<file path="src/verilog/atc_defines.svh">
// What this block does
// - calculation mode is control bits 6-4; a separate bit selects double-sample.
// - mode 000 gives result minus previous; in double-sample this is the measurement.
// - 001 result minus setpoint, 010 result minus filtered; double-sample uses difference.
// - 100 previous minus filtered, 101 filtered minus setpoint; 011/110/111 unused.
// - continuous with stop set clears start once threshold test holds, else retriggers.
// - in continuous with stop clear hardware never clears start; software must clear it.
// - threshold mode 111 always interrupts, mode 000 never does.
// - mode 100 interrupts when error lies below lower or above upper threshold.
// - mode 011 interrupts when error strictly between lower and upper thresholds.
// - mode 110 interrupts above upper; mode 101 at or below upper.
// - mode 001 interrupts below lower; mode 010 at or above lower.
// - in double-sample, previous source select 0 makes the difference second sample minus first.
// - high result byte holds result bits 11 to 4.
// - low result byte holds result bits 3-0 in 7-4; bits 3-0 read zero.
`ifndef ATC_DEFINES_SVH
`define ATC_DEFINES_SVH

// ----------------------------------------------------------------
// register byte offsets
// ----------------------------------------------------------------
`define ATC_OFF_CTRL 8'h00
`define ATC_OFF_CALC 8'h04
`define ATC_OFF_RESH 8'h08
`define ATC_OFF_RESL 8'h0c
`define ATC_OFF_SETPOINT_VALUE 8'h10
`define ATC_OFF_LTH 8'h14
`define ATC_OFF_UTH 8'h18
`define ATC_OFF_ERR 8'h1c
`define ATC_OFF_STAT 8'h20

// ----------------------------------------------------------------
// field positions
// ----------------------------------------------------------------
`define ATC_CTRL_GO 0
`define ATC_CTRL_CONTINUOUS_RETRIGGER 1
`define ATC_CTRL_DOUBLE_SAMPLE_ENABLE 2
`define ATC_CTRL_PREVIOUS_SOURCE_SELECT 3
`define ATC_CALC_HI 6
`define ATC_CALC_LO 4
`define ATC_CALC_SOI 3
`define ATC_TMD_HI 2
`define ATC_TMD_LO 0
`define ATC_STAT_FLAG 0
`define ATC_RESL_HI 7
`define ATC_RESL_LO 4

// ----------------------------------------------------------------
// widths and reset values
// ----------------------------------------------------------------
`define ATC_ERR_W 18
`define ATC_THR_W 16
`define ATC_RES_RST 12'h000
`define ATC_THR_RST 16'h0000
`define ATC_ERR_RST 18'h00000
`define ATC_BYTE_ZERO 4'h0

`endif

</file>
<file path="src/verilog/atc_pkg.sv">
`default_nettype none
package atc_pkg;

    typedef enum logic [2:0]
    {
        ATC_CALC_RES_PREV = 3'h0,
        ATC_CALC_RES_SETPOINT_VALUE = 3'h1,
        ATC_CALC_RES_FILTERED_VALUE = 3'h2,
        ATC_CALC_PREV_FILTERED_VALUE = 3'h4,
        ATC_CALC_FILTERED_VALUE_SETPOINT_VALUE = 3'h5
    } atc_calc_e;

    typedef enum logic [2:0]
    {
        ATC_TMD_NEVER = 3'h0,
        ATC_TMD_BELOW_LO = 3'h1,
        ATC_TMD_ATLEAST_LO = 3'h2,
        ATC_TMD_INSIDE = 3'h3,
        ATC_TMD_OUTSIDE = 3'h4,
        ATC_TMD_ATMOST_HI = 3'h5,
        ATC_TMD_ABOVE_HI = 3'h6,
        ATC_TMD_ALWAYS = 3'h7
    } atc_tmd_e;

    // one finished conversion as handed over by the converter
    typedef struct packed
    {
        logic done;
        logic [11:0] result;
        logic [11:0] first_sample;
        logic [15:0] filtered_value;
    } atc_sample_s;

    typedef struct packed
    {
        logic [2:0] error_calc_mode;
        logic stop_on_threshold;
        logic [2:0] threshold_irq_mode;
    } atc_calc_s;

endpackage : atc_pkg
`default_nettype wire

</file>
<file path="src/verilog/atc_compute.sv">
// Chosen here: the placing of the registers and the APB register port.
`timescale 1ns/1ns
`default_nettype none
`include "atc_defines.svh"
module atc_compute
(
    input wire logic pclk,
    input wire logic presetn,
    input wire logic [7:0] paddr,
    input wire logic psel,
    input wire logic penable,
    input wire logic pwrite,
    input wire logic [31:0] pwdata,
    output logic [31:0] prdata,
    output logic pready,
    output logic pslverr,
    input wire atc_pkg::atc_sample_s conv_in,
    output logic conv_start,
    output logic threshold_flag
);

    // ----------------------------------------------------------------
    // address decode
    // ----------------------------------------------------------------
    function automatic logic hit_off(input logic [7:0] addr, input logic [7:0] off);
        hit_off = (addr == off);
    endfunction : hit_off

    wire logic sel_ctrl;
    wire logic sel_calc;
    wire logic sel_resh;
    wire logic sel_resl;
    wire logic sel_setpoint_value;
    wire logic sel_lth;
    wire logic sel_uth;
    wire logic sel_err;
    wire logic sel_stat;
    wire logic mapped;
    wire logic setup_phase;
    wire logic wr_access;

    assign sel_ctrl = hit_off(paddr, `ATC_OFF_CTRL);
    assign sel_calc = hit_off(paddr, `ATC_OFF_CALC);
    assign sel_resh = hit_off(paddr, `ATC_OFF_RESH);
    assign sel_resl = hit_off(paddr, `ATC_OFF_RESL);
    assign sel_setpoint_value = hit_off(paddr, `ATC_OFF_SETPOINT_VALUE);
    assign sel_lth = hit_off(paddr, `ATC_OFF_LTH);
    assign sel_uth = hit_off(paddr, `ATC_OFF_UTH);
    assign sel_err = hit_off(paddr, `ATC_OFF_ERR);
    assign sel_stat = hit_off(paddr, `ATC_OFF_STAT);
    assign mapped = sel_ctrl || sel_calc || sel_resh || sel_resl || sel_setpoint_value
        || sel_lth || sel_uth || sel_err || sel_stat;
    assign setup_phase = psel && !penable;
    assign wr_access = psel && penable && pwrite && mapped;

    // zero wait states; unmapped addresses answer with an error
    assign pready = 1'b1;
    assign pslverr = psel && penable && !mapped;

    // ----------------------------------------------------------------
    // register state
    // ----------------------------------------------------------------
    logic go;
    logic continuous_retrigger;
    logic double_sample_enable;
    logic previous_source_select;
    atc_pkg::atc_calc_s calc_cfg;
    logic [11:0] conversion_result;
    logic [11:0] prev_result;
    logic [15:0] prev_filtered;
    logic signed [`ATC_THR_W-1:0] setpoint_value;
    logic signed [`ATC_THR_W-1:0] lower_threshold;
    logic signed [`ATC_THR_W-1:0] upper_threshold;
    logic signed [`ATC_ERR_W-1:0] error_value;
    logic flag;

    // ----------------------------------------------------------------
    // error computation
    // ----------------------------------------------------------------
    wire logic signed [`ATC_ERR_W-1:0] res_ext;
    wire logic signed [`ATC_ERR_W-1:0] s1_ext;
    wire logic signed [`ATC_ERR_W-1:0] prev_res_ext;
    wire logic signed [`ATC_ERR_W-1:0] prev_flt_ext;
    wire logic signed [`ATC_ERR_W-1:0] flt_ext;
    wire logic signed [`ATC_ERR_W-1:0] setpoint_value_ext;
    wire logic signed [`ATC_ERR_W-1:0] prev_sel;
    wire logic signed [`ATC_ERR_W-1:0] res_minus_prev;
    wire logic signed [`ATC_ERR_W-1:0] res_term;
    logic signed [`ATC_ERR_W-1:0] next_error;

    assign res_ext = `ATC_ERR_W'(signed'({1'b0, conv_in.result}));
    assign s1_ext = `ATC_ERR_W'(signed'({1'b0, conv_in.first_sample}));
    assign prev_res_ext = `ATC_ERR_W'(signed'({1'b0, prev_result}));
    assign prev_flt_ext = `ATC_ERR_W'(signed'(prev_filtered));
    assign flt_ext = `ATC_ERR_W'(signed'(conv_in.filtered_value));
    assign setpoint_value_ext = `ATC_ERR_W'(setpoint_value);

    // previous value is the last result, or the last filtered value when selected
    assign prev_sel = previous_source_select ? prev_flt_ext : prev_res_ext;

    // double-sample pair with source select clear uses second minus first
    assign res_minus_prev = (double_sample_enable && !previous_source_select)
        ? `ATC_ERR_W'(res_ext - s1_ext)
        : `ATC_ERR_W'(res_ext - prev_sel);

    // in double-sample mode the measurement replaces the plain result
    assign res_term = double_sample_enable ? res_minus_prev : res_ext;

    always_comb
    begin
        unique case (calc_cfg.error_calc_mode)
            atc_pkg::ATC_CALC_RES_PREV: next_error = res_minus_prev;
            atc_pkg::ATC_CALC_RES_SETPOINT_VALUE: next_error = `ATC_ERR_W'(res_term - setpoint_value_ext);
            atc_pkg::ATC_CALC_RES_FILTERED_VALUE: next_error = `ATC_ERR_W'(res_term - flt_ext);
            atc_pkg::ATC_CALC_PREV_FILTERED_VALUE: next_error = `ATC_ERR_W'(prev_sel - flt_ext);
            atc_pkg::ATC_CALC_FILTERED_VALUE_SETPOINT_VALUE: next_error = `ATC_ERR_W'(flt_ext - setpoint_value_ext);
            // reserved codes produce a zero error
            default: next_error = `ATC_ERR_RST;
        endcase
    end

    // ----------------------------------------------------------------
    // threshold test on the freshly computed error
    // ----------------------------------------------------------------
    wire logic thresh_hit;
    wire logic event_hit;

    atc_thresh_cmp u_cmp
    (
        .error_value(next_error),
        .lower_threshold(lower_threshold),
        .upper_threshold(upper_threshold),
        .threshold_irq_mode(calc_cfg.threshold_irq_mode),
        .hit(thresh_hit)
    );

    assign event_hit = conv_in.done && thresh_hit;

    // ----------------------------------------------------------------
    // conversion start control
    // ----------------------------------------------------------------
    wire logic wr_ctrl;
    wire logic hw_stop;
    logic next_go;

    assign wr_ctrl = wr_access && sel_ctrl;

    // single shots end with the conversion; continuous ends only on a stop hit
    assign hw_stop = conv_in.done
        && (!continuous_retrigger || (calc_cfg.stop_on_threshold && thresh_hit));

    always_comb
    begin
        next_go = go;
        if (hw_stop)
        begin
            next_go = 1'b0;
        end
        if (wr_ctrl)
        begin
            next_go = pwdata[`ATC_CTRL_GO];
        end
    end

    always_ff @(posedge pclk or negedge presetn)
    begin
        if (!presetn)
        begin
            go <= 1'b0;
            continuous_retrigger <= 1'b0;
            double_sample_enable <= 1'b0;
            previous_source_select <= 1'b0;
        end
        else
        begin
            go <= next_go;
            if (wr_ctrl)
            begin
                continuous_retrigger <= pwdata[`ATC_CTRL_CONTINUOUS_RETRIGGER];
                double_sample_enable <= pwdata[`ATC_CTRL_DOUBLE_SAMPLE_ENABLE];
                previous_source_select <= pwdata[`ATC_CTRL_PREVIOUS_SOURCE_SELECT];
            end
        end
    end

    // ----------------------------------------------------------------
    // computation control and limits
    // ----------------------------------------------------------------
    always_ff @(posedge pclk or negedge presetn)
    begin
        if (!presetn)
        begin
            calc_cfg <= '0;
        end
        else if (wr_access && sel_calc)
        begin
            calc_cfg.error_calc_mode <= pwdata[`ATC_CALC_HI:`ATC_CALC_LO];
            calc_cfg.stop_on_threshold <= pwdata[`ATC_CALC_SOI];
            calc_cfg.threshold_irq_mode <= pwdata[`ATC_TMD_HI:`ATC_TMD_LO];
        end
    end

    always_ff @(posedge pclk or negedge presetn)
    begin
        if (!presetn)
        begin
            setpoint_value <= `ATC_THR_RST;
            lower_threshold <= `ATC_THR_RST;
            upper_threshold <= `ATC_THR_RST;
        end
        else
        begin
            if (wr_access && sel_setpoint_value)
            begin
                setpoint_value <= pwdata[`ATC_THR_W-1:0];
            end
            if (wr_access && sel_lth)
            begin
                lower_threshold <= pwdata[`ATC_THR_W-1:0];
            end
            if (wr_access && sel_uth)
            begin
                upper_threshold <= pwdata[`ATC_THR_W-1:0];
            end
        end
    end

    // ----------------------------------------------------------------
    // result, history and error capture
    // ----------------------------------------------------------------
    always_ff @(posedge pclk or negedge presetn)
    begin
        if (!presetn)
        begin
            conversion_result <= `ATC_RES_RST;
            prev_result <= `ATC_RES_RST;
            prev_filtered <= `ATC_THR_RST;
            error_value <= `ATC_ERR_RST;
        end
        else if (conv_in.done)
        begin
            conversion_result <= conv_in.result;
            prev_result <= conv_in.result;
            prev_filtered <= conv_in.filtered_value;
            error_value <= next_error;
        end
        else
        begin
            // software may overwrite the result bytes between conversions
            if (wr_access && sel_resh)
            begin
                conversion_result[11:4] <= pwdata[7:0];
            end
            if (wr_access && sel_resl)
            begin
                conversion_result[3:0] <= pwdata[`ATC_RESL_HI:`ATC_RESL_LO];
            end
        end
    end

    // ----------------------------------------------------------------
    // sticky threshold flag, write one to clear, a new hit wins
    // ----------------------------------------------------------------
    wire logic flag_clr;

    assign flag_clr = wr_access && sel_stat && pwdata[`ATC_STAT_FLAG];

    always_ff @(posedge pclk or negedge presetn)
    begin
        if (!presetn)
        begin
            flag <= 1'b0;
        end
        else if (event_hit)
        begin
            flag <= 1'b1;
        end
        else if (flag_clr)
        begin
            flag <= 1'b0;
        end
    end

    // ----------------------------------------------------------------
    // read data, captured in the setup phase
    // ----------------------------------------------------------------
    logic [31:0] next_rdata;

    always_comb
    begin
        next_rdata = 32'h0000_0000;
        if (sel_ctrl)
        begin
            next_rdata[`ATC_CTRL_GO] = go;
            next_rdata[`ATC_CTRL_CONTINUOUS_RETRIGGER] = continuous_retrigger;
            next_rdata[`ATC_CTRL_DOUBLE_SAMPLE_ENABLE] = double_sample_enable;
            next_rdata[`ATC_CTRL_PREVIOUS_SOURCE_SELECT] = previous_source_select;
        end
        if (sel_calc)
        begin
            next_rdata[`ATC_CALC_HI:`ATC_CALC_LO] = calc_cfg.error_calc_mode;
            next_rdata[`ATC_CALC_SOI] = calc_cfg.stop_on_threshold;
            next_rdata[`ATC_TMD_HI:`ATC_TMD_LO] = calc_cfg.threshold_irq_mode;
        end
        if (sel_resh)
        begin
            next_rdata[7:0] = conversion_result[11:4];
        end
        if (sel_resl)
        begin
            next_rdata[7:0] = {conversion_result[3:0], `ATC_BYTE_ZERO};
        end
        if (sel_setpoint_value)
        begin
            next_rdata[`ATC_THR_W-1:0] = setpoint_value;
        end
        if (sel_lth)
        begin
            next_rdata[`ATC_THR_W-1:0] = lower_threshold;
        end
        if (sel_uth)
        begin
            next_rdata[`ATC_THR_W-1:0] = upper_threshold;
        end
        if (sel_err)
        begin
            next_rdata[`ATC_ERR_W-1:0] = error_value;
        end
        if (sel_stat)
        begin
            next_rdata[`ATC_STAT_FLAG] = flag;
        end
    end

    always_ff @(posedge pclk or negedge presetn)
    begin
        if (!presetn)
        begin
            prdata <= 32'h0000_0000;
        end
        else if (setup_phase)
        begin
            prdata <= next_rdata;
        end
    end

    // ----------------------------------------------------------------
    // outputs
    // ----------------------------------------------------------------
    assign conv_start = go;
    assign threshold_flag = flag;

endmodule : atc_compute
`default_nettype wire

</file>
<file path="src/verilog/atc_thresh_cmp.sv">
`timescale 1ns/1ns
`default_nettype none
`include "atc_defines.svh"
module atc_thresh_cmp
(
    input wire logic signed [`ATC_ERR_W-1:0] error_value,
    input wire logic signed [`ATC_THR_W-1:0] lower_threshold,
    input wire logic signed [`ATC_THR_W-1:0] upper_threshold,
    input wire logic [2:0] threshold_irq_mode,
    output logic hit
);

    // ----------------------------------------------------------------
    // signed comparisons at the error width
    // ----------------------------------------------------------------
    wire logic signed [`ATC_ERR_W-1:0] lo_ext;
    wire logic signed [`ATC_ERR_W-1:0] hi_ext;
    wire logic below_lo;
    wire logic above_lo;
    wire logic below_hi;
    wire logic above_hi;

    assign lo_ext = `ATC_ERR_W'(lower_threshold);
    assign hi_ext = `ATC_ERR_W'(upper_threshold);
    assign below_lo = error_value < lo_ext;
    assign above_lo = error_value > lo_ext;
    assign below_hi = error_value < hi_ext;
    assign above_hi = error_value > hi_ext;

    always_comb
    begin
        unique case (atc_pkg::atc_tmd_e'(threshold_irq_mode))
            atc_pkg::ATC_TMD_NEVER: hit = 1'b0;
            atc_pkg::ATC_TMD_BELOW_LO: hit = below_lo;
            atc_pkg::ATC_TMD_ATLEAST_LO: hit = !below_lo;
            atc_pkg::ATC_TMD_INSIDE: hit = above_lo && below_hi;
            atc_pkg::ATC_TMD_OUTSIDE: hit = below_lo || above_hi;
            atc_pkg::ATC_TMD_ATMOST_HI: hit = !above_hi;
            atc_pkg::ATC_TMD_ABOVE_HI: hit = above_hi;
            atc_pkg::ATC_TMD_ALWAYS: hit = 1'b1;
        endcase
    end

endmodule : atc_thresh_cmp
`default_nettype wire

</file>
<file path="config.mk">
export PLATFORM = sky130hd
export DESIGN_NAME = atc_compute
export DESIGN_NICKNAME = d
export VERILOG_FILES = /design/src/verilog/atc_pkg.sv /design/src/verilog/atc_compute.sv /design/src/verilog/atc_thresh_cmp.sv
export VERILOG_INCLUDE_DIRS = /design/src /design/src/verilog
export SDC_FILE = /design/constraint.sdc
export NUM_CORES = 1
export LEC_CHECK = 0
export BUFFER_PORTS_ARGS = -buffer_cell sky130_fd_sc_hd__buf_2
export CAP_MARGIN = 10
export CORE_AREA = 2 2 165 207
export CTS_CLUSTER_DIAMETER = 150
export CTS_CLUSTER_SIZE = 20
export DETAILED_ROUTE_END_ITERATION = 8
export DIE_AREA = 0 0 167 209
export GPL_ROUTABILITY_DRIVEN = 0
export HOLD_SLACK_MARGIN = 0.1
export PLACE_DENSITY = 0.5
export SETUP_SLACK_MARGIN = 0.2
export SYNTH_ARGS = -nofsm -noshare
export SYNTH_HDL_FRONTEND = slang
export SYNTH_SLANG_ARGS = --single-unit
</file>
<file path="constraint.sdc">
create_clock -name pclk -period 6.7 [get_ports pclk]
set_clock_uncertainty 0.15 [all_clocks]
set_input_delay 1.34 -clock pclk [delete_from_list [all_inputs] [get_ports pclk]]
set_output_delay 1.34 -clock pclk [all_outputs]
set_load 0.005 [all_outputs]
</file>
# After elaboration in Yosys (flattened, before gate mapping)
# Cells that the tools add are included.
# totals
register_bits,136
in_bits,86
output_inout_bits,36
elab_cells,109
# classes
add_sub_neg,6
magnitude_cmp,4
n_eq_ne,19
n_mux,21
n_reduce_logical,42
# ops
operator,count
$pmux 18 s5,1
$mux 18,4
$sub 18x16->18,3
$mux 16,3
$gt 18x16->1,2
$lt 18x16->1,2
$eq 8x5->1 const B,4
$mux 8,3
$logic_and 1x1->1,19
$eq 3x3->1 const B,6
$sub 13x18->18,1
$sub 16x16->17,1
$eq 8x4->1 const B,2
$sub 12x12->13,1
$mux 12,1
$logic_or 1x1->1,10
$eq 3x2->1 const B,3
$eq 8x3->1 const B,1
$eq 8x6->1 const B,1
$logic_not 8->1,1
$mux 4,2
$pmux 1 s8,1
$reduce_bool 2->1,4
$mux 7,1
other kinds (4),15

# Logic depth before layout (Yosys ltp)
# Gate-level depths: netlist of run 1.
# logic_depth
word_depth,14
mapped_depth,36

# By module
# From an unflattened synthesis of run 1, not the netlist that was laid out.
# hier_totals
cells_unflattened,1368
area_unflattened_um2,11812.6
# by_module_without_submodules
module,instances,cells_each,area_each_um2,seq_area_each_um2
atc_compute,1,1233,10824.1,3403.3
atc_thresh_cmp,1,135,988.4,0.0

# Worst setup path before layout of run 1
# Ideal clock, no wire load.
# synth_timing
path_kind,input port to flip-flop
start,input port conv_in[28] in the netlist's numbering
end,"register go, in the netlist conv_start"
t_arrival_ps,6849
required_ps,6425
path_slack_ps,-424
stages,31
n_path_buf,0
cell_sequence,inv_1 > ha_1 > inv_2 > fa_1 > a211oi_1 > nor2_1 > o21a_1 > nor2_1 > xnor2_1 > o21ai_0 > a21oi_1 > nand2_1 > o21ai_0 > ha_1 > o211a_1 > a211oi_1 > a211oi_1 > a211o_1 > a41oi_2 > o21ai_1 > a31oi_1 > xnor2_1 > o2111ai_2 > ha_1 > inv_1 > a2111o_1 > a2111oi_0 > a221oi_1 > a31oi_1 > a31oi_1 > mux2_2
# synth_via
elab_chain_cells,12
# synth_rtl
element,line,rtl
from (decl),atc_compute.sv:17,"input wire atc_pkg::atc_sample_s conv_in,"
$sub 13x18->18 / $sub 12x12->13 (equally long branches),"atc_compute.sv:104, atc_compute.sv:103",
$mux 18,atc_compute.sv:102,assign res_minus_prev = (double_sample_enable && !previous_source_select)
$mux 18,atc_compute.sv:107,assign res_term = double_sample_enable ? res_minus_prev : res_ext;
$sub 18x16->18 (on tied branches),"atc_compute.sv:114, atc_compute.sv:113",
$pmux 18 s5 *,atc_compute.sv:111,unique case (calc_cfg.error_calc_mode)
named net next_error[17],atc_compute.sv:89,logic signed [`ATC_ERR_W-1:0] next_error;
$gt 18x16->1 (tied with other cells),atc_thresh_cmp.sv:28,assign above_hi = error_value > hi_ext;
$logic_not 1->1 (tied with other cells),atc_thresh_cmp.sv:38,atc_pkg::ATC_TMD_ATMOST_HI: hit = !above_hi;
$pmux 1 s8 *,atc_thresh_cmp.sv:32,unique case (atc_pkg::atc_tmd_e'(threshold_irq_mode))
$logic_and 1x1->1 *,atc_compute.sv:150,&& (!continuous_retrigger || (calc_cfg.stop_on_threshold && thresh_hit));
$logic_or 1x1->1 *,atc_compute.sv:150,
$logic_and 1x1->1 *,atc_compute.sv:150,
$reduce_bool 2->1 (no line) *,n/a,
to (signal assigned),atc_compute.sv:176,go <= next_go;
to (decl),atc_compute.sv:63,logic go;
# Mark *: on every way through the listed nets, which the timed path passes. The rest lies on a longest branch.
# A chain may end at the register's enable or synchronous reset.

# Worst setup path after layout of run 1
# Same ends and word-level chain as after synthesis.

==> results by group, run 1 <==
Timing
  • Number of max-slew violations in the final report: 0
  • Setup TNS: -0.522 ns
  • Final Hold Fails: 0
  • Hold Slack: 0.319 ns
  • RSZ-0062 raised after global routing: yes
  • Rel. slew slack: 0.199
  • Tcrit/Tclk final: 1.04
  • Worst Tran Pin Value: 1.20 ns
  • PnR worst setup slack: -0.301 ns
  • Min Tclk post-route: 7.00 ns
  • Final Setup Violations: 2
  • Fmax: ~140 MHz

Clock network
  • Clock transition at path regs: 0.06 ns
  • H-tree depth: 4
  • Clock buffer depth: 2
  • Clk Latency, worst-skew pair: 0.45 ns
  • # clock sinks: 136
  • CTS tree: yes
  • Root buf cell: clkbuf_16
  • CTS buffer count: 17

Power and ir drop
  • Worst VDD drop: between 0.15 and 0.2 mV
  • Power Dens Cells: 179 mW/mm^2
  • Lkg Pwr: between 7 and 8 nW
  • Total power: approximately 2.7 mW

Die
  • Area of the core: between 0.03 and 0.04 mm^2
  • I/O pin total: 122
  • Effective utilization at floorplan: 0.343
  • Die Ht: 209 um
  • Row count: 75
  • Die Width: roughly 170 um
  • Die area: 0.0349 mm^2

Critical path
  • Most Frequent Cell on Critical Path: buf_4
  • CP Class: in2reg
  • Required time of the worst setup path: 6.88 ns
  • Reg2reg setup slack: -0.09 ns
  • Crit path capture type: flop
  • Crit path max-delay cell type: a2111o_1
  • CP Data Arrival Time: 7.19 ns
  • Slowest stage delay, CP: 0.46 ns
  • Startpoint Class: input port
  • Max Fanout on Critical Path: 4

Global routing
  • GRT overflow: 0
  • Vias in the first global route: 10900
  • Largest net degree at the start of global routing: 80
  • First-pass GRT wire length: 59700 um
  • Initial antenna violation count: 0
  • Gr usage total: 0.219

Logic synthesis
  • Most common flop cell mapped by yosys: dfrtp_1
  • Async S/R FF share, synth: 1.00
  • Post-synthesis sequential area ratio: 0.300
  • Yosys warning total: 0
  • Synth unique cells: 82
  • Post-Synthesis Cell Area: 0.0114 mm^2
  • Cells after Synth: 1319
  • Number of synthesized register bits: 136
  • Syn Area/Cell: 8.61 um^2
  • Number of synthesized flops with an enable pin: 0

Flow run
  • Max cap viols: 0

Detailed routing
  • Final WL: 37500 um
  • Via Count: about 11000
  • Vias per cell: 5.17
  • First-pass DRT Iterations: 5
  • DRT antenna net count: 0
  • Avg WL per Cell: 18.2 um
  • DRC viols: 0
  • DRT iter0 DRCs: between 500 and 600

Layout
  • Share of layout cells above drive strength 1: 0.318
  • Area growth syn-to-layout: 31.6%
  • Final instance area: approximately 0.015 mm^2
  • Most common cell after layout, fill and taps aside: buf_4
  • Fin nets: 1827
  • N_diodes: 0
  • Fillcell total: 3288
  • Most frequent cells in the layout: buf_4, nand2_1, dfrtp_1, inv_1, o21ai_0

Place
  • Port buffer count: 90
  • Cell Area, Placed: 0.0138 mm^2
  • Place WS: -1.10 ns
  • Post-DP HPWL: 29400 um

Outcome
  • Status: finished, violations left
  • Failing checks: negative setup slack

Worst hold path
  • HP Class: reg2reg
==> cell usage after synthesis, types with 15 or more instances <==
cell type    n  share of area
a21o_1      46          0.030
nand3_1     18         0.0079
o21ai_1     16         0.0070
dfrtp_1    136           0.30
nand4_1     19          0.010
xnor2_1     37          0.029
mux2_2      56          0.056
nor2_1      96          0.032
nand2_1    139          0.046
ha_1       112           0.12
o21ai_0    111          0.049
inv_1      110          0.036
nand2b_1    19          0.010
buf_4       15         0.0099
xor2_1      22          0.017
clkbuf_1    34          0.011
mux2i_1     36          0.032
a21oi_1     78          0.034
==> critical path: cells and delay by family <==
kind	cells	cell delay [ns]
AO/OA/AOI/OAI	14	3.45
adder cells (fa/ha/maj)	4	0.98
buffers and inverters	5	0.50
AND/OR/NAND/NOR	4	0.47
multiplexers	1	0.26
XOR/XNOR	1	0.16
==> cells by family (layout without fill, tap and decap cells) <==
logic type | Yosys count | in the layout | share of synthesized area
AO/OA/AOI/OAI | 380 | 380 | 0.220
XOR/XNOR | 59 | 59 | 0.0455
adder cells (fa/ha/maj) | 117 | 117 | 0.132
buffers and inverters | 173 | 478 | 0.0674
flip-flops | 136 | 136 | 0.300
multiplexers | 93 | 93 | 0.0885
other | 2 | 15 | 0.000661
AND/OR/NAND/NOR | 359 | 359 | 0.146
==> path summary, 6_finish.rpt <==
kind / startpoint / to / depth (start not counted)
worst max-delay path: conv_in[28] / conv_start$_DFFE_PN0P_ / 29
worst min-delay path: prdata[13]$_DFFE_PN0P_ / prdata[13]$_DFFE_PN0P_ / 1
worst max register to register: previous_source_select$_DFFE_PN0P_ / conv_start$_DFFE_PN0P_ / 29
worst min register to register: prdata[13]$_DFFE_PN0P_ / prdata[13]$_DFFE_PN0P_ / 1
max in group asynchronous: presetn / error_value[0]$_DFFE_PN0P_ / 2
min in group asynchronous: presetn / prev_filtered[12]$_DFFE_PN0P_ / 1
==> power by group <==
part / internal (mW) / total (mW) / switching (mW) / leakage [nW]
sequential: 0.874 / 0.904 / 0.0303 / 1.61
clock: 0.531 / 0.932 / 0.401 / 0.264
combinational: 0.431 / 0.844 / 0.413 / 5.49
total: 1.84 / 2.68 / 0.845 / 7.36
==> area by class of cell <==
class | instances | area [um^2] | area share
Clock buffer | 19 | 453 | 0.0303
Clock inverter | 13 | 120 | 0.00803
Sequential cell | 136 | 3400 | 0.228
Multi-Input combinational cell | 1023 | 7710 | 0.516
Inverter | 111 | 432 | 0.0289
Tap cell | 423 | 529 | 0.0354
Timing Repair Buffer | 335 | 2300 | 0.154
==> sequential cells by signal (all words and copies together) (netlist names) <==
signal                  count
error_value                18
prdata                     18
lower_threshold            16
prev_filtered              16
setpoint_value             16
upper_threshold            16
conversion_result          12
prev_result                12
calc_cfg                    7
continuous_retrigger        1
conv_start                  1
double_sample_enable        1
previous_source_select      1
threshold_flag              1
==> metrics by stage <==
step,utilization,instances
global placement,0.418,2005
detailed placement,0.418,2005
CTS,0.440,2045
global route,0.451,2060
floorplan,-,1332
finish,0.451,2060
==> layer usage <==
layer  routed length (um)  vias up  GRT usage
met4                  759        0     0.0654
li1                     -     5316          -
met1                16700     5062      0.281
met5                    0        -          0
met2                18600      231      0.384
met3                 1410       43     0.0277
==> what timing repair did <==
item | CTS | global route
hold buffers | 0 | 0
pin swaps | 17 | 48
buffers inserted | 8 | 15
gates resized for setup | 20 | 49
endpoints found under the setup margin | 2 | 2
endpoints found under the hold margin | 0 | 0
gates cloned | 0 | 0
Power figures use the tool's default switching activity.
==> inputs of run 2 (changes only) <==
--- a/config.mk
+++ b/config.mk
@@ -6,13 +6,14 @@
 export SDC_FILE = /design/constraint.sdc
 export NUM_CORES = 1
 export LEC_CHECK = 0
+export ABC_AREA = 1
 export BUFFER_PORTS_ARGS = -buffer_cell sky130_fd_sc_hd__buf_2
 export CAP_MARGIN = 10
-export CORE_AREA = 2 2 165 207
+export CORE_AREA = 2 2 168 211
 export CTS_CLUSTER_DIAMETER = 150
 export CTS_CLUSTER_SIZE = 20
 export DETAILED_ROUTE_END_ITERATION = 8
-export DIE_AREA = 0 0 167 209
+export DIE_AREA = 0 0 170 213
 export GPL_ROUTABILITY_DRIVEN = 0
 export HOLD_SLACK_MARGIN = 0.1
 export PLACE_DENSITY = 0.5
==> run 2 against run 1 <==
Effect of this change: the flow now finishes without violations; power rose by 4.8%; synthesized area rose by 4.2%; flip-flop and latch count did not move; critical path depth rose by 11; non-clock buffer count fell by 27; first-iteration DRC count rose by 41%; worst setup slack improved by 0.66 ns; die area rose by 3.7%; clock power rose by 3.6%; wire length rose by 13%; register-to-register slack improved by 0.64 ns; utilization fell by 0.59 points; largest power group is now combinational logic.
==> results by group, run 2 <==
Logic synthesis
  • Post-synthesis sequential area ratio: 0.288 (-0.0120)
  • Cells after Synth: 1770 (+34%)
  • Yosys warning total: 0 (unchanged)
  • Commonest cells in the netlist: nand2_1, inv_1, o21ai_0
  • Number of synthesized register bits: 136 (unchanged)
  • Number of synthesized flops with an enable pin: 0 (unchanged)
  • Most frequent cell after synthesis: nand2_1
  • Syn Area/Cell: 6.69 um^2 (-22%)
  • Top cell type's share of synthesized area: 0.288 (-0.0120)
  • Area contributors post-synth: dfrtp_1, nand2_1, ha_1
  • Post-Synthesis Cell Area: 0.0118 mm^2 (+4.2%)
  • Most common flop cell mapped by yosys: dfrtp_1
  • Async S/R FF share, synth: 1.00 (unchanged)
  • Synth unique cells: 50 (-39%)
  • Largest area contributor in the netlist: dfrtp_1

Detailed routing
  • DRC viols: 0 (unchanged)
  • First-pass DRT Iterations: 5 (unchanged)
  • DRT antenna net count: 0 (unchanged)
  • Avg WL per Cell: 17.0 um (-6.7%)
  • Via Count: 12500 (+18%)
  • Vias per cell: 5.03 (-2.8%)
  • DRT iter0 DRCs: 814 (+41%)
  • Final WL: 42400 um (+13%)

Layout
  • Largest regs: error_value (18), prdata (18)
  • Finished Core Util: 0.445 (-0.00590)
  • Fin nets: 2254 (+23%)
  • Final instance area: 0.0152 mm^2 (+2.0%)
  • N_diodes: 0 (unchanged)
  • Most frequent cells in the layout: nand2_1, inv_1, buf_4, o21ai_0, dfrtp_1
  • Non-Filler Instances: 2493 (+21%)
  • Area growth syn-to-layout: 28.8%
  • Share of layout cells above drive strength 1: 0.223 (-0.0943)
  • Most common cell after layout, fill and taps aside: nand2_1

Die
  • I/O pin total: 122 (unchanged)
  • Die Width: 170 um (+1.8%)
  • Row count: 76 (+1.3%)
  • Effective utilization at floorplan: 0.346 (+0.00280)
  • Area of the core: 0.0342 mm^2 (+3.3%)
  • Die area: 0.0362 mm^2 (+3.7%)
  • Die Ht: 213 um (+1.9%)

Clock network
  • CTS tree: yes
  • H-tree depth: 4 (unchanged)
  • Root buf cell: clkbuf_16
  • Clock transition at path regs: 0.06 ns (about the same)
  • # clock sinks: 136 (unchanged)
  • CTS buffer count: 17 (unchanged)
  • Clk Latency, worst-skew pair: 0.44 ns (about the same)
  • Clock buffer depth: 2 (unchanged)

Timing
  • Final Setup Violations: 0 (-2)
  • PnR worst setup slack: 0.355 ns (+0.656 ns)
  • Rel. slew slack: 0.389 (+0.189)
  • Min Tclk post-route: 6.34 ns (-0.656 ns)
  • Fmax: 158 MHz (+10%)
  • Final Hold Fails: 0 (unchanged)
  • Worst Tran Pin Value: 0.916 ns (-0.283 ns)
  • Tcrit/Tclk final: 0.947 (-0.0979)
  • RSZ-0062 raised after global routing: yes
  • Number of max-slew violations in the final report: 0 (unchanged)

Power and ir drop
  • Reg power frac: 0.306 (-0.031)
  • Net Switching: 0.934 mW (+11%)
  • Sw Share: 0.332 (+0.0174)
  • Clk pwr share: 0.344 (-0.004)
  • Worst VDD drop: 0.176 mV (+0.17%)
  • Combinational share of power: 0.351 (+0.036)
  • Power Dens Cells: 184 mW/mm^2 (+2.7%)
  • Internal power: 1.88 mW (+2.1%)
  • Lkg Pwr: 8.25 nW (+12%)

Critical path
  • Reg2reg setup slack: 0.55 ns (+0.64 ns)
  • CP Class: in2reg
  • Crit path max-delay cell type: fa_2
  • Most Frequent Cell on Critical Path: nand2_1
  • Slowest stage delay, CP: 0.41 ns (-0.05 ns)
  • CP Depth: 40 (+38%)
  • Reg2reg start: previous_source_select$_DFFE_PN0P_
  • Delay-heaviest family, CP: simple AND/OR/NAND/NOR gates
  • Required time of the worst setup path: 6.88 ns (about the same)
  • Reg2Reg Capture Point: conv_start$_DFFE_PN0P_
  • Crit path capture type: flop
  • Reg2Reg Depth: 36 (+24%)
  • Worst Path Buf+Inv: 5 (unchanged)
  • CP Launch Point: conv_in[28]
  • CP Data Arrival Time: 6.52 ns (-0.67 ns)
  • Max Fanout on Critical Path: 4 (unchanged)
  • Startpoint Class: input port

Worst hold path
  • Worst Hold End: prev_result[10]$_DFFE_PN0P_
  • Hold Path Stages: 2 (+1)
  • Hold wc startpoint: prev_result[10]$_DFFE_PN0P_
  • HP Class: reg2reg

Place
  • Port buffer count: 90 (unchanged)
  • Post-placement cell count: 2441 (+22%)
  • Place WS: -0.582 ns (+0.516 ns)
  • Cell Area, Placed: 0.0141 mm^2 (+1.6%)
  • Post-DP HPWL: 33700 um (+15%)

Global routing
  • GRT overflow: 0 (unchanged)
  • Largest net degree at the start of global routing: 84 (+5.0%)
  • First-pass GRT wire length: 65200 um (+9.3%)
  • Initial antenna violation count: 0 (unchanged)
  • Gr usage total: 0.238 (+0.0188)
  • Vias in the first global route: 11900 (+9.1%)

Outcome
  • Status: completed

Flow run
  • Max cap viols: 0 (unchanged)
-- run 2: cell types whose count changed after synthesis, moves of 34 or more --
cell | previous run | this run
nand2_1 | 139 | 529
inv_1 | 110 | 239
o21ai_0 | 111 | 196
nand3_1 | 18 | 85
mux2_2 | 56 | 0
mux2i_1 | 36 | 0
a21o_1 | 46 | 11
xnor2_1 | 37 | 3
-- run 2: kinds of logic after synthesis --
logic type               after synthesis  synth area share
XOR/XNOR                               9           0.00666
other                                  2          0.000634
adder cells (fa/ha/maj)              117             0.127
AO/OA/AOI/OAI                        403             0.193
AND/OR/NAND/NOR                      800             0.283
flip-flops                           136             0.288
buffers and inverters                303             0.102
-- run 2: repair_timing --
item,4_1_cts,5_1_grt
pin swaps,22,53
buffers inserted,2,18
setup endpoints to repair,2,2
resized for setup,41,100
hold buffers,0,0
-- run 2: layout make-up --
cell class,count,area (um^2)
clock buffer,22,474
fill,3616,19000
sequential,136,3400
inverter,244,926
tap,429,537
multi-input combinational,1344,7690
clock inverter,10,118
timing repair buffer,308,2100
-- run 2: routing by layer --
metal	global-route usage	vias up	share of wire
li1	-	6382	-
met5	0	-	0
met4	0.0681	0	0.023
met3	0.0261	54	0.045
met1	0.298	5758	0.43
met2	0.430	334	0.50
-- run 2: how the worst max path moves through the flow --
| stage | to | slack (ns) |
|---|---|---|
| after floorplan | conv_start$_DFFE_PN0P_ | 0.59 |
| after global placement | conv_start$_DFFE_PN0P_ | -0.45 |
| after detailed placement | conv_start$_DFFE_PN0P_ | -0.58 |
| after CTS | conv_start$_DFFE_PN0P_ | 0.22 |
| after global routing | threshold_flag$_DFFE_PN0P_ | -0.005 |
| final | conv_start$_DFFE_PN0P_ | 0.36 |
-- run 2: worst register-to-register path: cells and delay by family (launching register included) --
family / cells / cell delay, ns
flops: 1 / 0.48
xor+xnor: 1 / 0.12
compound gates: 13 / 2.53
buf+inv: 4 / 0.46
simple gates: 15 / 1.36
fa+ha+maj: 3 / 0.96
-- run 2: power by group through the flow --
stage	clock network [mW]	registers (mW)	logic [mW]
3_3_place_gp	0	0.873	0.891
5_1_grt	1.02	0.860	1.09
3_5_place_dp	0	0.873	0.899
2_1_floorplan	0	0.870	0.454
6_report	0.966	0.858	0.985
4_1_cts	0.985	0.858	0.918
-- run 2: per-stage QoR --
stage	power, mW	hold WS (ns)	setup TNS, ns
floorplan	1.32	0.287	0
global placement	1.76	0.298	-0.852
detailed placement	1.77	0.303	-1.12
CTS	2.76	0.319	0
global route	2.97	0.339	-0.00765
finish	2.81	0.318	0
==> inputs of run 3 (changes only) <==
--- a/config.mk
+++ b/config.mk
@@ -9,11 +9,11 @@
 export ABC_AREA = 1
 export BUFFER_PORTS_ARGS = -buffer_cell sky130_fd_sc_hd__buf_2
 export CAP_MARGIN = 10
-export CORE_AREA = 2 2 168 211
+export CORE_AREA = 2 2 264 136
 export CTS_CLUSTER_DIAMETER = 150
 export CTS_CLUSTER_SIZE = 20
 export DETAILED_ROUTE_END_ITERATION = 8
-export DIE_AREA = 0 0 170 213
+export DIE_AREA = 0 0 266 138
 export GPL_ROUTABILITY_DRIVEN = 0
 export HOLD_SLACK_MARGIN = 0.1
 export PLACE_DENSITY = 0.5
==> run 3 against run 2 <==
Effect of this change: worst hold slack gained 0.0033 ns; via count grew 3.3%; maximum frequency shrank 0.31%; first-iteration DRC count grew 70%; utilization grew 0.87 points; power grew 2.9%; wire length grew 11%; die area grew 1.4%; global-route usage grew 1.8 points.
==> results by group, run 3 (synthesized netlist as in run 2, its figures left out) <==
Timing
  • Final Hold Fails: 0 (unchanged)
  • Final Setup Violations: 0 (unchanged)
  • RSZ-0062 raised after global routing: yes
  • Tcrit/Tclk final: 0.950 (+0.00294)
  • Rel. slew slack: 0.393 (+0.00435)
  • Worst Tran Pin Value: 0.909 ns (-0.00652 ns)
  • Min Tclk post-route: 6.36 ns (+0.0197 ns)
  • PnR worst setup slack: 0.335 ns (-0.0197 ns)
  • Number of max-slew violations in the final report: 0 (unchanged)
  • Fmax: 157 MHz (-0.31%)

Clock network
  • Clk Latency, worst-skew pair: 0.45 ns (about the same)
  • # clock sinks: 136 (unchanged)
  • Clock buffer depth: 2 (unchanged)
  • H-tree depth: 4 (unchanged)
  • Root buf cell: clkbuf_16
  • Clock transition at path regs: 0.07 ns (about the same)
  • CTS tree: yes
  • CTS buffer count: 17 (unchanged)

Layout
  • Area growth syn-to-layout: 33.6%
  • Most common cell after layout, fill and taps aside: nand2_1
  • Share of layout cells above drive strength 1: 0.259 (+0.0359)
  • N_diodes: 0 (unchanged)
  • Fin nets: 2296 (+1.9%)
  • Most frequent cells in the layout: nand2_1, buf_4, inv_1, o21ai_0, dfrtp_1
  • Largest regs: error_value (18), prdata (18)

Power and ir drop
  • Reg power frac: 0.298 (-0.008)
  • Total power: 2.89 mW (+2.9%)
  • Lkg Pwr: 8.45 nW (+2.5%)
  • Net Switching: 1.03 mW (+10%)
  • Power Dens Cells: 183 mW/mm^2 (-0.82%)
  • Clk pwr share: 0.320 (-0.024)
  • Sw Share: 0.357 (+0.0244)
  • Internal power: 1.86 mW (-0.89%)
  • Combinational share of power: 0.383 (+0.032)
  • Worst VDD drop: 0.138 mV (-22%)

Critical path
  • Reg2reg setup slack: 0.39 ns (-0.16 ns)
  • Reg2reg start: previous_source_select$_DFFE_PN0P_
  • Crit path capture type: flop
  • Reg2Reg Capture Point: conv_start$_DFFE_PN0P_
  • Delay-heaviest family, CP: simple AND/OR/NAND/NOR gates
  • Required time of the worst setup path: 6.89 ns (about the same)
  • Reg2Reg Depth: 43 (+19%)
  • CP Data Arrival Time: 6.55 ns (+0.03 ns)
  • Max Fanout on Critical Path: 4 (unchanged)
  • Crit path max-delay cell type: ha_2
  • Worst Path Buf+Inv: 5 (unchanged)
  • CP Class: in2reg
  • Startpoint Class: input port
  • Most Frequent Cell on Critical Path: nand2_1
  • Slowest stage delay, CP: 0.40 ns (about the same)

Detailed routing
  • DRT iter0 DRCs: 1384 (+70%)
  • Avg WL per Cell: 18.3 um (+7.9%)
  • DRT antenna net count: 0 (unchanged)
  • Via Count: 12900 (+3.3%)
  • Vias per cell: 5.05 (+0.43%)
  • DRC viols: 0 (unchanged)
  • First-pass DRT Iterations: 5 (unchanged)
  • Final WL: 47000 um (+11%)

Worst hold path
  • Hold Path Stages: 2 (unchanged)
  • Worst Hold End: prdata[16]$_DFFE_PN0P_
  • HP Class: reg2reg
  • Hold wc startpoint: prdata[16]$_DFFE_PN0P_

Die
  • Die Ht: 138 um (-35%)
  • Area of the core: 0.0348 mm^2 (+1.7%)
  • Die area: 0.0367 mm^2 (+1.4%)
  • Effective utilization at floorplan: 0.340 (-0.00586)
  • Die Width: 266 um (+56%)
  • Row count: 49 (-36%)
  • I/O pin total: 122 (unchanged)

Global routing
  • Gr busiest metal: met1
  • M1 GR Usage: 0.417 (+0.119)
  • Initial antenna violation count: 1 (+1)
  • Gr usage total: 0.256 (+0.0179)
  • First-pass GRT wire length: 71100 um (+9.0%)
  • Met2 Use GR: 0.318 (-0.112)
  • Met3 usage: 0.0821 (+0.0560)
  • GRT overflow: 0 (unchanged)
  • Vias in the first global route: 11900 (+0.23%)
  • Largest net degree at the start of global routing: 53 (-37%)

Outcome
  • Status: completed

Flow run
  • Max cap viols: 0 (unchanged)

Place
  • Post-DP HPWL: 38100 um (+13%)
  • Place WS: -0.678 ns (-0.0960 ns)
  • Port buffer count: 90 (unchanged)
run 3: changes by cell type in the layout (fill, tap and decap cells not counted), moves of 5 or more:
cell | previous run | this run
buf_4 | 218 | 254
nand2_1 | 514 | 504
nand2_2 | 15 | 24
a21oi_1 | 80 | 72
nor2_1 | 95 | 88
o21ai_2 | 7 | 13
a21oi_2 | 19 | 24
buf_6 | 1 | 6
nand3_1 | 81 | 76
run 3: tightest hold or removal path, stage by stage, from the launching register on:
cell and delay (ns):
dfrtp_1 0.34, nand2_1 0.05, nand2_1 0.05
run 3: area by class of cell:
class / instances / area [um^2]
Tap cell: 459 / 574
Inverter: 244 / 923
Clock inverter: 14 / 126
Sequential cell: 136 / 3400
Fill cell: 3579 / 19000
Clock buffer: 18 / 429
Multi-Input combinational cell: 1344 / 7920
Timing Repair Buffer: 350 / 2430
run 3: power groups by stage:
| stage | logic (mW) | clock network, mW | registers (mW) |
|---|---|---|---|
| 2_1_floorplan | 0.454 | 0 | 0.870 |
| 3_3_place_gp | 0.923 | 0 | 0.874 |
| 3_5_place_dp | 0.934 | 0 | 0.874 |
| 4_1_cts | 0.997 | 0.939 | 0.859 |
| 5_1_grt | 1.21 | 0.975 | 0.863 |
| 6_report | 1.11 | 0.923 | 0.860 |
run 3: worst max path at each step:
stage                start                endpoint  cells after the start  slack (ns)
2_1_floorplan  conv_in[28]  conv_start$_DFFE_PN0P_                     41        0.59
3_3_place_gp   conv_in[30]  conv_start$_DFFE_PN0P_                     39       -0.65
3_5_place_dp   conv_in[30]  conv_start$_DFFE_PN0P_                     37       -0.68
4_1_cts        conv_in[28]  conv_start$_DFFE_PN0P_                     44        0.21
5_1_grt        conv_in[28]  conv_start$_DFFE_PN0P_                     43        0.05
6_report       conv_in[30]  conv_start$_DFFE_PN0P_                     41        0.34
run 3: timing repair:
| action | 4_1_cts | 5_1_grt |
|---|---|---|
| buffers inserted | 19 | 11 |
| hold buffers | 0 | 0 |
| resized for setup | 58 | 141 |
| pin swaps | 26 | 72 |
| cloned | 0 | 0 |
| endpoints found under the setup margin | 2 | 2 |
run 3: routing by layer:
layer	part of all wire	up-vias	wire length, um
met4	0.0085	0	398
met1	0.54	5988	25300
met5	0	-	0
li1	-	6492	-
met3	0.097	29	4550
met2	0.36	436	16700
run 3: through the flow:
step	cells	hold WS (ns)	TNS [ns]	instance area, um^2	utilization
after CTS	2554	0.323	0	15200	0.438
after detailed placement	2503	0.306	-1.30	14300	0.412
final	2565	0.321	0	15800	0.454
after global routing	2565	0.346	0	15800	0.454
after global placement	2503	0.298	-1.26	14300	0.412
after floorplan	1783	0.287	0	11900	-
